[src/hw/pwmdac_map.svh]
`ifndef PWMDAC_MAP_SVH
`define PWMDAC_MAP_SVH

// Register indices; the byte address on the bus is four times the index.
`define PWMDAC_IDX_CLKSEL    7'h26
`define PWMDAC_IDX_PINSEL    7'h27
`define PWMDAC_IDX_T3CTL     7'h1A
`define PWMDAC_IDX_PORT      7'h29
`define PWMDAC_IDX_STATUS    7'h2A
`define PWMDAC_IDX_DUTY0     7'h44
`define PWMDAC_IDX_DUTY1     7'h45
`define PWMDAC_IDX_DUTY2     7'h46

// Field positions.
`define PWMDAC_BIT_BASIC_CLK 0
`define PWMDAC_BIT_WIDTH9    2
`define PWMDAC_BIT_CLEAR     0
`define PWMDAC_BIT_TMODE     3
`define PWMDAC_LSB_CNT       0
`define PWMDAC_LSB_DRIVE     9
`define PWMDAC_LSB_PIN_IN    12
`define PWMDAC_BIT_MATCH     15

// Reset values.
`define PWMDAC_RST_CLKSEL    4'h0
`define PWMDAC_RST_PINSEL    3'h0
`define PWMDAC_RST_T3MODE    1'h0
`define PWMDAC_RST_PORT      3'h0
`define PWMDAC_RST_DUTY      9'h1FF

// Timing: system clock and the two basic clock rates, in Hz.
`define PWMDAC_CLK_HZ        200000000
`define PWMDAC_BASIC_FAST_HZ 1125000
`define PWMDAC_BASIC_SLOW_HZ 112500
`define PWMDAC_ACC_UNIT_HZ   50
`define PWMDAC_ACC_MOD       (`PWMDAC_CLK_HZ / `PWMDAC_ACC_UNIT_HZ)
`define PWMDAC_STEP_FAST     (`PWMDAC_BASIC_FAST_HZ / `PWMDAC_ACC_UNIT_HZ)
`define PWMDAC_STEP_SLOW     (`PWMDAC_BASIC_SLOW_HZ / `PWMDAC_ACC_UNIT_HZ)

// Counter end values.
`define PWMDAC_CNT_TOP8      9'h0FF
`define PWMDAC_CNT_TOP9      9'h1FF

`endif

[src/hw/pwmdac_pkg.sv]
package pwmdac_pkg;

   // Use of the shared counter.
   typedef enum logic [0:0] {
      PWMDAC_MODE_PWM   = 1'b0,
      PWMDAC_MODE_TIMER = 1'b1
   } pwmdac_mode_t;

   // Clock and counter configuration travelling together.
   typedef struct packed {
      logic         width9;
      logic         basic_slow;
      pwmdac_mode_t mode;
   } pwmdac_cfg_t;

   // One decoded bus request.
   typedef struct packed {
      logic        valid;
      logic        write;
      logic [6:0]  index;
      logic        mapped_page;
      logic [31:0] wdata;
   } pwmdac_req_t;

endpackage

[src/hw/pwmdac_top.sv]
// Behaviour
// - Three pins, each with independent duty value.
// - Counter width select picks 8 or 9 bits.
// - 8-bit: 4.4 kHz or 440 Hz, 256 steps.
// - 9-bit: 2.2 kHz or 220 Hz, 512 steps.
// - Basic clock select picks output frequency.
// - Timer 3 counts basic clock, 8 bits.
// - Timer mode select shares counter timer/PWM.
// - Counter clear bit clears shared counter.
// - Per-pin function select bits 2..0.
// - Select 0 port output, 1 PWM.
// - Timer mode forces all pins to port.
// - Top select-register bit reads zero.
// - Selects cleared by reset, kept by CE.
// - High while duty exceeds counter, else low.
// - Basic clock 1.125 MHz or 112.5 kHz.
// - Reset loads every duty register with 1FF.
`timescale 1ns/1ps
`default_nettype none
`include "pwmdac_map.svh"

module pwmdac_top
   import pwmdac_pkg::*;
(
   input  wire logic        clk_i,
   input  wire logic        reset_n_i,
   input  wire logic        ce_reset_n_i,
   input  wire logic        psel,
   input  wire logic        penable,
   input  wire logic        pwrite,
   input  wire logic [11:0] paddr,
   input  wire logic [31:0] pwdata,
   output logic [31:0]      prdata,
   output logic             pready,
   output logic             pslverr,
   input  wire logic [2:0]  duty_out_i,
   output logic [2:0]       duty_out_o,
   output logic [2:0]       duty_out_oe_o
);

   ////////////////////////////////////////////////////////////////////////////
   // Constants.

   localparam logic [21:0] ACC_MOD   = 22'(`PWMDAC_ACC_MOD);
   localparam logic [21:0] STEP_FAST = 22'(`PWMDAC_STEP_FAST);
   localparam logic [21:0] STEP_SLOW = 22'(`PWMDAC_STEP_SLOW);
   localparam logic [3:0]  RST_CLKSEL = `PWMDAC_RST_CLKSEL;

   ////////////////////////////////////////////////////////////////////////////
   // Declarations.

   pwmdac_cfg_t cfg_q;
   logic [2:0]  pin_sel_q;
   logic [2:0]  port_q;
   logic [8:0]  duty_q [3];
   logic [8:0]  cnt_q;
   logic [8:0]  cnt_d;
   logic [21:0] acc_q;
   logic [21:0] acc_sum;
   logic        tick_q;
   logic        match_q;
   logic        match_evt;
   logic [2:0]  pin_meta_q;
   logic [2:0]  pin_sync_q;
   logic [2:0]  pin_oe;
   logic [2:0]  pwm_sel;
   pwmdac_req_t req;
   logic        wr_en;
   logic        clear_req;
   logic [31:0] rdata;
   logic        hit;

   ////////////////////////////////////////////////////////////////////////////
   // Bus request decode.

   // The request is captured into one record for the decoders below.
   always_comb begin
      req.valid       = psel & penable & pready;
      req.write       = pwrite;
      req.index       = paddr[8:2];
      req.mapped_page = (paddr[11:9] == 3'h0) && (paddr[1:0] == 2'h0);
      req.wdata       = pwdata;
   end

   // Writes take effect on the completing edge of the access phase.
   assign wr_en = req.valid & req.write & req.mapped_page;

   // A write of one to the clear bit requests a counter clear.
   assign clear_req = wr_en && (req.index == `PWMDAC_IDX_T3CTL) &&
                      req.wdata[`PWMDAC_BIT_CLEAR];

   ////////////////////////////////////////////////////////////////////////////
   // Configuration registers.

   // Width, basic clock and counter use; kept through a CE reset.
   always_ff @(posedge clk_i) begin
      if (!reset_n_i) begin
         cfg_q.width9     <= RST_CLKSEL[`PWMDAC_BIT_WIDTH9];
         cfg_q.basic_slow <= RST_CLKSEL[`PWMDAC_BIT_BASIC_CLK];
         cfg_q.mode       <= pwmdac_mode_t'(`PWMDAC_RST_T3MODE);
      end else if (wr_en) begin
         if (req.index == `PWMDAC_IDX_CLKSEL) begin
            cfg_q.width9     <= req.wdata[`PWMDAC_BIT_WIDTH9];
            cfg_q.basic_slow <= req.wdata[`PWMDAC_BIT_BASIC_CLK];
         end
         if (req.index == `PWMDAC_IDX_T3CTL) begin
            cfg_q.mode <= pwmdac_mode_t'(req.wdata[`PWMDAC_BIT_TMODE]);
         end
      end
   end

   // Pin function selects: cleared by the main reset only.
   always_ff @(posedge clk_i) begin
      if (!reset_n_i) begin
         pin_sel_q <= `PWMDAC_RST_PINSEL;
      end else if (wr_en && (req.index == `PWMDAC_IDX_PINSEL)) begin
         pin_sel_q <= req.wdata[2:0];
      end
   end

   // Port output latch used while a pin is a general-purpose output.
   always_ff @(posedge clk_i) begin
      if (!reset_n_i) begin
         port_q <= `PWMDAC_RST_PORT;
      end else if (wr_en && (req.index == `PWMDAC_IDX_PORT)) begin
         port_q <= req.wdata[2:0];
      end
   end

   // Duty registers; the third one doubles as the timer 3 modulo value.
   always_ff @(posedge clk_i) begin
      if (!reset_n_i) begin
         for (int i = 0; i < 3; i++) begin
            duty_q[i] <= `PWMDAC_RST_DUTY;
         end
      end else if (wr_en) begin
         if (req.index == `PWMDAC_IDX_DUTY0) begin
            duty_q[0] <= req.wdata[8:0];
         end
         if (req.index == `PWMDAC_IDX_DUTY1) begin
            duty_q[1] <= req.wdata[8:0];
         end
         if (req.index == `PWMDAC_IDX_DUTY2) begin
            duty_q[2] <= req.wdata[8:0];
         end
      end
   end

   ////////////////////////////////////////////////////////////////////////////
   // Basic clock generation.

   // Fractional accumulator; the average tick rate is exact.
   assign acc_sum = acc_q + (cfg_q.basic_slow ? STEP_SLOW : STEP_FAST);

   // One-cycle basic clock enable from the accumulator overflow.
   always_ff @(posedge clk_i) begin
      if (!reset_n_i) begin
         acc_q  <= 22'h000000;
         tick_q <= 1'b0;
      end else if (acc_sum >= ACC_MOD) begin
         acc_q  <= acc_sum - ACC_MOD;
         tick_q <= 1'b1;
      end else begin
         acc_q  <= acc_sum;
         tick_q <= 1'b0;
      end
   end

   ////////////////////////////////////////////////////////////////////////////
   // Shared counter.

   // Next counter value for either use of the counter.
   always_comb begin
      cnt_d     = cnt_q;
      match_evt = 1'b0;
      if (tick_q) begin
         if (cfg_q.mode == PWMDAC_MODE_TIMER) begin
            if (cnt_q[7:0] == duty_q[2][7:0]) begin
               cnt_d     = 9'h000;
               match_evt = 1'b1;
            end else begin
               cnt_d = {1'b0, cnt_q[7:0] + 8'h01};
            end
         end else if (cnt_q >= (cfg_q.width9 ? `PWMDAC_CNT_TOP9
                                             : `PWMDAC_CNT_TOP8)) begin
            cnt_d = 9'h000;
         end else begin
            cnt_d = cnt_q + 9'h001;
         end
      end
   end

   // Counter register; the clear bit and a CE reset restart it.
   always_ff @(posedge clk_i) begin
      if (!reset_n_i || !ce_reset_n_i) begin
         cnt_q <= 9'h000;
      end else if (clear_req) begin
         cnt_q <= 9'h000;
      end else begin
         cnt_q <= cnt_d;
      end
   end

   // Sticky timer match flag; a new match wins over a clear.
   always_ff @(posedge clk_i) begin
      if (!reset_n_i || !ce_reset_n_i) begin
         match_q <= 1'b0;
      end else if (match_evt) begin
         match_q <= 1'b1;
      end else if (wr_en && (req.index == `PWMDAC_IDX_STATUS) &&
                   req.wdata[`PWMDAC_BIT_MATCH]) begin
         match_q <= 1'b0;
      end
   end

   ////////////////////////////////////////////////////////////////////////////
   // Output pins.

   // A pin is in PWM use only when selected and the counter is not a timer.
   assign pwm_sel = pin_sel_q & {3{cfg_q.mode == PWMDAC_MODE_PWM}};

   // One comparator per pin, each with its own duty value.
   for (genvar k = 0; k < 3; k++) begin : g_pin
      pwmdac_cmp u_cmp (
         .clk_i        (clk_i),
         .reset_n_i    (reset_n_i),
         .duty_i       (duty_q[k]),
         .cnt_i        (cnt_q),
         .width9_i     (cfg_q.width9),
         .pwm_sel_i    (pwm_sel[k]),
         .port_level_i (port_q[k]),
         .pin_oe_o     (pin_oe[k])
      );
   end

   assign duty_out_oe_o = pin_oe;

   // The open-drain driver only ever pulls low.
   always_ff @(posedge clk_i) begin
      if (!reset_n_i) begin
         duty_out_o <= 3'h0;
      end else begin
         duty_out_o <= 3'h0;
      end
   end

   // Pin readback passes two flip-flops before use.
   always_ff @(posedge clk_i) begin
      if (!reset_n_i) begin
         pin_meta_q <= 3'h0;
         pin_sync_q <= 3'h0;
      end else begin
         pin_meta_q <= duty_out_i;
         pin_sync_q <= pin_meta_q;
      end
   end

   ////////////////////////////////////////////////////////////////////////////
   // Read data and bus answer.

   // Read multiplexer; unlisted bits read as zero.
   always_comb begin
      rdata = 32'h00000000;
      hit   = req.mapped_page;
      case (req.index)
         `PWMDAC_IDX_CLKSEL: begin
            rdata[`PWMDAC_BIT_WIDTH9]    = cfg_q.width9;
            rdata[`PWMDAC_BIT_BASIC_CLK] = cfg_q.basic_slow;
         end
         `PWMDAC_IDX_PINSEL: begin
            rdata[2:0] = pin_sel_q;
            rdata[3]   = 1'b0;
         end
         `PWMDAC_IDX_T3CTL: begin
            rdata[`PWMDAC_BIT_TMODE] = cfg_q.mode;
         end
         `PWMDAC_IDX_PORT: begin
            rdata[2:0] = port_q;
         end
         `PWMDAC_IDX_STATUS: begin
            rdata[`PWMDAC_LSB_CNT +: 9]    = cnt_q;
            rdata[`PWMDAC_LSB_DRIVE +: 3]  = ~pin_oe;
            rdata[`PWMDAC_LSB_PIN_IN +: 3] = pin_sync_q;
            rdata[`PWMDAC_BIT_MATCH]       = match_q;
         end
         `PWMDAC_IDX_DUTY0: begin
            rdata[8:0] = duty_q[0];
         end
         `PWMDAC_IDX_DUTY1: begin
            rdata[8:0] = duty_q[1];
         end
         `PWMDAC_IDX_DUTY2: begin
            rdata[8:0] = duty_q[2];
         end
         default: begin
            hit = 1'b0;
         end
      endcase
   end

   // No wait state: ready rises in the first access cycle and drops after.
   always_ff @(posedge clk_i) begin
      if (!reset_n_i) begin
         pready  <= 1'b0;
         pslverr <= 1'b0;
         prdata  <= 32'h00000000;
      end else if (psel && !penable) begin
         pready  <= 1'b1;
         pslverr <= ~hit;
         prdata  <= (hit && !pwrite) ? rdata : 32'h00000000;
      end else begin
         pready  <= 1'b0;
         pslverr <= 1'b0;
         prdata  <= 32'h00000000;
      end
   end

endmodule

`default_nettype wire

[src/hw/pwmdac_cmp.sv]
`timescale 1ns/1ps
`default_nettype none

module pwmdac_cmp
   import pwmdac_pkg::*;
(
   input  wire logic       clk_i,
   input  wire logic       reset_n_i,
   input  wire logic [8:0] duty_i,
   input  wire logic [8:0] cnt_i,
   input  wire logic       width9_i,
   input  wire logic       pwm_sel_i,
   input  wire logic       port_level_i,
   output logic            pin_oe_o
);

   logic level;

   // Pin level: if PWM-selected, high while duty is above counter, else low; otherwise port latch value.
   always_comb begin
      if (pwm_sel_i) begin
         if (width9_i) begin
            level = (duty_i > cnt_i);
         end else begin
            level = (duty_i[7:0] > cnt_i[7:0]);
         end
      end else begin
         level = port_level_i;
      end
   end

   // Open-drain pin: a low level pulls, a high level releases to the pull-up.
   always_ff @(posedge clk_i) begin
      if (!reset_n_i) begin
         pin_oe_o <= 1'b1;
      end else begin
         pin_oe_o <= ~level;
      end
   end

endmodule

`default_nettype wire

[config.mk]
export PLATFORM = sky130hd
export DESIGN_NAME = pwmdac_top
export DESIGN_NICKNAME = d
export VERILOG_FILES = /design/src/hw/pwmdac_pkg.sv /design/src/hw/pwmdac_top.sv /design/src/hw/pwmdac_cmp.sv
export VERILOG_INCLUDE_DIRS = /design/src /design/src/hw
export SDC_FILE = /design/constraint.sdc
export NUM_CORES = 1
export LEC_CHECK = 0
export ABC_AREA = 1
export BUFFER_PORTS_ARGS = -buffer_cell sky130_fd_sc_hd__buf_2
export CORE_MARGIN = 1
export CORE_UTILIZATION = 35
export DETAILED_ROUTE_END_ITERATION = 8
export MAX_ROUTING_LAYER = met4
export SYNTH_ARGS = -nofsm -noshare
export SYNTH_HDL_FRONTEND = slang
export SYNTH_SLANG_ARGS = --single-unit
[constraint.sdc]
create_clock -name clk_i -period 3.95 [get_ports clk_i]
set_input_delay 0.79 -clock clk_i [delete_from_list [all_inputs] [get_ports clk_i]]
set_output_delay 0.79 -clock clk_i [all_outputs]
set_load 0.005 [all_outputs]
After elaboration in Yosys (flattened, before gate mapping)
Memories as Yosys holds them, arrays and structs flattened.
Cells that the tools add are included.
- register bits after elaboration: 85
- RAM bits: 27
- latch bits: 0
- output and inout port bits: 40
- memory bits (read-only): 0
- memories: 1
- memories (name ; depth ; bits a word ; read ports ; clocked after memory_dff ; write ports ; line ; RTL):
    duty_q ; 3 ; 9 ; 3 ; 0 ; 3 ; pwmdac_top.sv:55 ; logic [8:0] duty_q [3];
- shift operators: 0
- add/subtract/negate cells: 4
- equal/unequal tests: 9
- order comparisons: 8
- reductions and logical operators: 24
- bitwise operators: 14
- mux-type cells: 41
- div/mod/pow operators: 0
- multipliers: 0
- operator list (operator ; count):
    9-bit 2-to-1 mux ; 6
    7-bit by 6-bit == test with 1-bit output (second input constant) ; 4
    9-bit > comparator ; 3
    1-bit 2-to-1 mux ; 27
    8-bit > comparator ; 3
    22-bit by 15-bit adder with 22-bit output ; 1
    22-bit greater-or-equal comparator (second input constant) ; 1
    22-bit 2-to-1 mux ; 1
    22-bit subtractor (second input constant) ; 1
    7-bit == test (second input constant) ; 3
    5-bit case mux with 4 select lines ; 1
    15-bit 2-to-1 mux ; 1
    1-bit case mux with 7 select lines ; 2
    9-bit by 1-bit adder with 9-bit output (second input constant) ; 1
    9-bit greater-or-equal comparator ; 1
    1-bit logical AND ; 9
    8-bit by 1-bit adder with 8-bit output (second input constant) ; 1
    8-bit == test ; 1
    8-bit 2-to-1 mux ; 1
    8-bit OR reduction ; 1
    7-bit by 5-bit == test with 1-bit output (second input constant) ; 1
    1-bit case mux with 6 select lines ; 1
    2-bit AND reduction ; 3
    1-bit inverter ; 5
    13 further kinds ; 21

Logic depth before layout (Yosys ltp)
- depth in word-level cells: 8
- mapped depth: 20
- depth with buffers taken out: 20

Hierarchy
A second synthesis with hierarchy kept.
- cells, all modules: 930
- area total of the unflattened synthesis: 6382.4 sq um
- modules (own cells, without submodules) (module ; cells each ; seq. area each (sq um) ; area an instance (sq um) ; times used):
    pwmdac_top ; 726 ; 2112.0 ; 5271.3 ; 1
    pwmdac_cmp ; 68 ; 20.0 ; 370.4 ; 3

Worst setup path before layout
No wires, ideal clock.
- path kind: input to register
- start point: in paddr[6]
- end point: mem duty_q[0][0] (enable)
- cell stages on the path: 7
- buffers on the path: 0
- setup slack: 1.130 ns
- data arrival time: 2.433 ns
- library setup time: 0.387 ns
- path through: inv_1 nand3_1 nor2_1 inv_1 nor3_1 inv_1 o21ai_0
- RTL lines (what ; line ; RTL):
    start, declared ; pwmdac_top.sv:31 ; input wire logic [11:0] paddr,
    end, declared ; pwmdac_top.sv:55 ;

Worst setup path after layout
- start point: reg cfg_q[1] in the netlist's numbering
- end point: reg acc_q[19]
- word-level cells in the longest chain between the ends: 4
- elaborated cells on any way between the ends: 5
- those cells by class: add/sub (2); order compare (1); mux (2)
- RTL lines (what ; line ; RTL):
    start, declared ; pwmdac_top.sv:52 ; pwmdac_cfg_t cfg_q;
    15-bit 2-to-1 mux * ; pwmdac_top.sv:153 ; assign acc_sum = acc_q + (cfg_q.basic_slow ? STEP_SLOW : STEP_FAST);
    22-bit by 15-bit adder with 22-bit output * ; pwmdac_top.sv:153 ;
    22-bit subtractor or 22-bit greater-or-equal comparator (tied branches) ; pwmdac_top.sv:161, pwmdac_top.sv:160 ;
    22-bit 2-to-1 mux * ; pwmdac_top.sv:160 ; end else if (acc_sum >= ACC_MOD) begin
    end signal, assigned ; pwmdac_top.sv:161 ; acc_q <= acc_sum - ACC_MOD;
    end signal, assigned ; pwmdac_top.sv:164 ; acc_q <= acc_sum;
    end, declared ; pwmdac_top.sv:58 ; logic [21:0] acc_q;
Every way passes the cells marked *; elsewhere a longest branch is shown, timed or not.
A chain may end at the register's enable or synchronous reset.

==> summary.txt <==
Outcome
  – Status: finished clean

Finish
  – Ant. Diodes: 0
  – Commonest non-fill, non-tap cells in the layout: nand2_1, inv_1, nor2_1, dfxtp_1
  – Share of cells above drive strength 1: ~14%
  – Nets: between 900 and 1,000
  – Area Overhead vs Synth: 13.4%
  – Most common cell after layout, fill and taps aside: nand2_1

Logic synthesis
  – Sequential share of the synthesized area: a little under two fifths
  – Post-synthesis async set-or-reset flop share: 0%
  – Yosys top cell area share: between 20% and 30%
  – Ys flop type: dfxtp_1
  – Synth Instances: just over 800
  – Warnings, synthesis: 0
  – Synthesized area: approximately 5900 um^2
  – Synth area leaders: dfxtp_1, edfxtp_1, nand2_1
  – Synth cell types: 47
  – Top cell type by total area after synthesis: dfxtp_1
  – Synth Register Bits: 95
  – EDFF count, synth: 27
  – Syn Area/Cell: 7.33 um^2

Pwr
  – Max VDD drop: roughly 260 uV
  – Pleak: 3.05 nW
  – PwrDens: 446 nW/um^2

Worst hold path
  – Hold WC Path Type: reg2reg

Clock network
  – Reg clk slew, reported paths: about 70 ps
  – Root Buffer: clkbuf_16
  – Cts bufs inserted: 9
  – CTS resizes: 0
  – H-tree levels: 3
  – # Post-CTS Setup Buffers: 0
  – CTS tree: built
  – CTS sink cnt: 95
  – Post-CTS Hold Buffers: 0
  – Clk buf depth: 2
  – Worst skew pair latency: around 350 ps

Job
  – MaxCap Viol Count: 0

Floorplan
  – # rows: 47
  – Die H: about 130 um
  – Die X-Extent: between 100 and 150 um
  – Core area: 16,500 um^2
  – Die area: 17,400 um^2
  – I/O pins: slightly above 90
  – Initial Utilization: 35.7%

Worst setup path
  – CP Cell Sequence: ha_1, inv_1, fa_1, o21ai_2, nand2_1, nand2_2, nand2_1, nand2_1, ha_1, nand3_1, nand2_2, nand3_1, nand2_1, nand2_1, nand2_4, nand2_4, a21oi_1
  – Worst path max stage delay: a little under 500 ps
  – CP arrival: around 3500 ps
  – Critical path launch point type: flip-flop
  – Most Frequent Cell on Critical Path: nand2_1
  – Top delay family on crit path: simple AND/OR/NAND/NOR gates
  – Critical path type: reg2reg
  – CP max-delay cell: dfxtp_1
  – Critical path endpoint category: flip-flop
  – CP required: between 4000 and 5000 ps
  – Max Fanout on Critical Path: 14
  – Worst path bufs/invs: 1

Detailed routing
  – Total Routed Length: roughly 15,000 um
  – Drt first pass iters: 4
  – DRC Markers: 0
  – Routed Antenna Nets: 0
  – Mean number of vias per cell: between 4 and 5
  – Initial DRC Count: 385
  – Detailed-route via count: ~5,200
  – WL/cell: ~14 um

Timing
  – RSZ-0062 raised after global routing: no
  – Setup-failing EPs final: 0
  – Final Max Slew Viols: 0
  – Min Hold Slack: ~410 ps
  – Setup TNS Final: 0 ps
  – Worst Skew: around 9.9 ps
  – Slew margin rel.: ~43%
  – Worst-margin pin slew: ~850 ps
  – Final setup margin: between 700 and 800 ps
  – Final Hold Vio Count: 0
  – Tmin final: between 3000 and 4000 ps
  – Peak Freq: ~310 MHz
  – Final worst path period share: between 80% and 90%

Global route
  – Global Route met3 Usage: between 2 and 3%
  – Initial antenna violation count: 0
  – Vias in the first global route: slightly below 5,000
  – Met1 Resource Use GR: between 20% and 30%
  – GR Util All Layers: between 15 and 20%
  – First-pass GRT wire length: 24,600 um
  – Largest net degree at the start of global routing: 30
  – GRT met2 Usage: a little over a quarter
  – Busiest layer in global routing: met2
  – Grt total ovfl: 0

Placed design
  – Dpl ws: ~700 ps
  – Gp weighted congestion: 0.883
  – Dpl hpwl: 11,500 um
  – # port buffers: between 50 and 60
## cell usage after synthesis (8+ instances only)
library cell,n
nand2_1,189
inv_1,116
nor2_1,79
dfxtp_1,68
a21oi_1,51
nand3_1,48
ha_1,40
edfxtp_1,27
buf_4,23
nand2_2,20
o21ai_0,20
nand4_1,15
nor3_1,11
xor2_1,11
a21oi_2,8
inv_2,8
## stage by stage
| stage | std cells | utilization, % | instance area (um^2) | power, mW |
|---|---|---|---|---|
| 2_1_floorplan | 823 | - | 5970 | 1.88 |
| 3_3_place_gp | 1074 | 38.5 | 6360 | 2.06 |
| 3_5_place_dp | 1074 | 38.5 | 6360 | 2.07 |
| 4_1_cts | 1090 | 40.5 | 6690 | 3.01 |
| 5_1_grt | 1090 | 40.5 | 6690 | 3.19 |
| 6_report | 1090 | 40.5 | 6690 | 2.98 |
## registers in the layout, indices dropped and copies added (netlist names), 9 cells and up
name	count
cnt_q	9
acc_q	21
duty_q	27
prdata	16
## final cells by class
cell class	instances	area (um^2)
multi-input combinational	573	3120
clock inverter	7	103
tap	220	275
inverter	125	469
clock buffer	9	225
timing repair buffer	61	330
sequential	95	2170
fill	1760	9830
## routing by layer
layer | vias up | wire, um
met5 | - | 0
met4 | 0 | 193
met3 | 16 | 680
met2 | 141 | 6210
met1 | 2369 | 7640
li1 | 2717 | -
## power breakdown
part	internal [mW]	total (mW)	switching, mW
logic	0.328	0.947	0.618
clock network	0.513	0.937	0.424
registers	1.05	1.10	0.0436
total	1.90	2.98	1.09
## worst reg2reg max path, cell delays in order, from the launching register on
cell and delay [ps]:
dfxtp_1 490, ha_1 280, inv_1 70, fa_1 440
o21ai_2 250, nand2_1 110, nand2_2 100, nand2_1 50
nand2_1 150, ha_1 210, nand3_1 110, nand2_2 100
nand3_1 120, nand2_1 80, nand2_1 80, nand2_4 170
nand2_4 160, a21oi_1 210
## path summary, 6_finish.rpt
kind	start	to	slack [ps]	cells past startpoint
max	cfg_q[1]	acc_q[19]	700	17
min	pin_sync_q[1]	prdata[13]	410	2
min reg2reg	pin_sync_q[1]	prdata[13]	410	2
max reg2reg	cfg_q[1]	acc_q[19]	700	17
## logic make-up after synthesis
logic type,after synthesis,synth area share [%]
adders and majority gates,41,8.82
buffers and inverters,155,11.5
xor gates and xnor gates,17,2.78
AOI/OAI and AO/OA,109,11.0
DFF,95,36.8
and+or+nand+nor,387,28.9
other,1,0.0636
No activity file was read; power rests on OpenSTA's default activity.
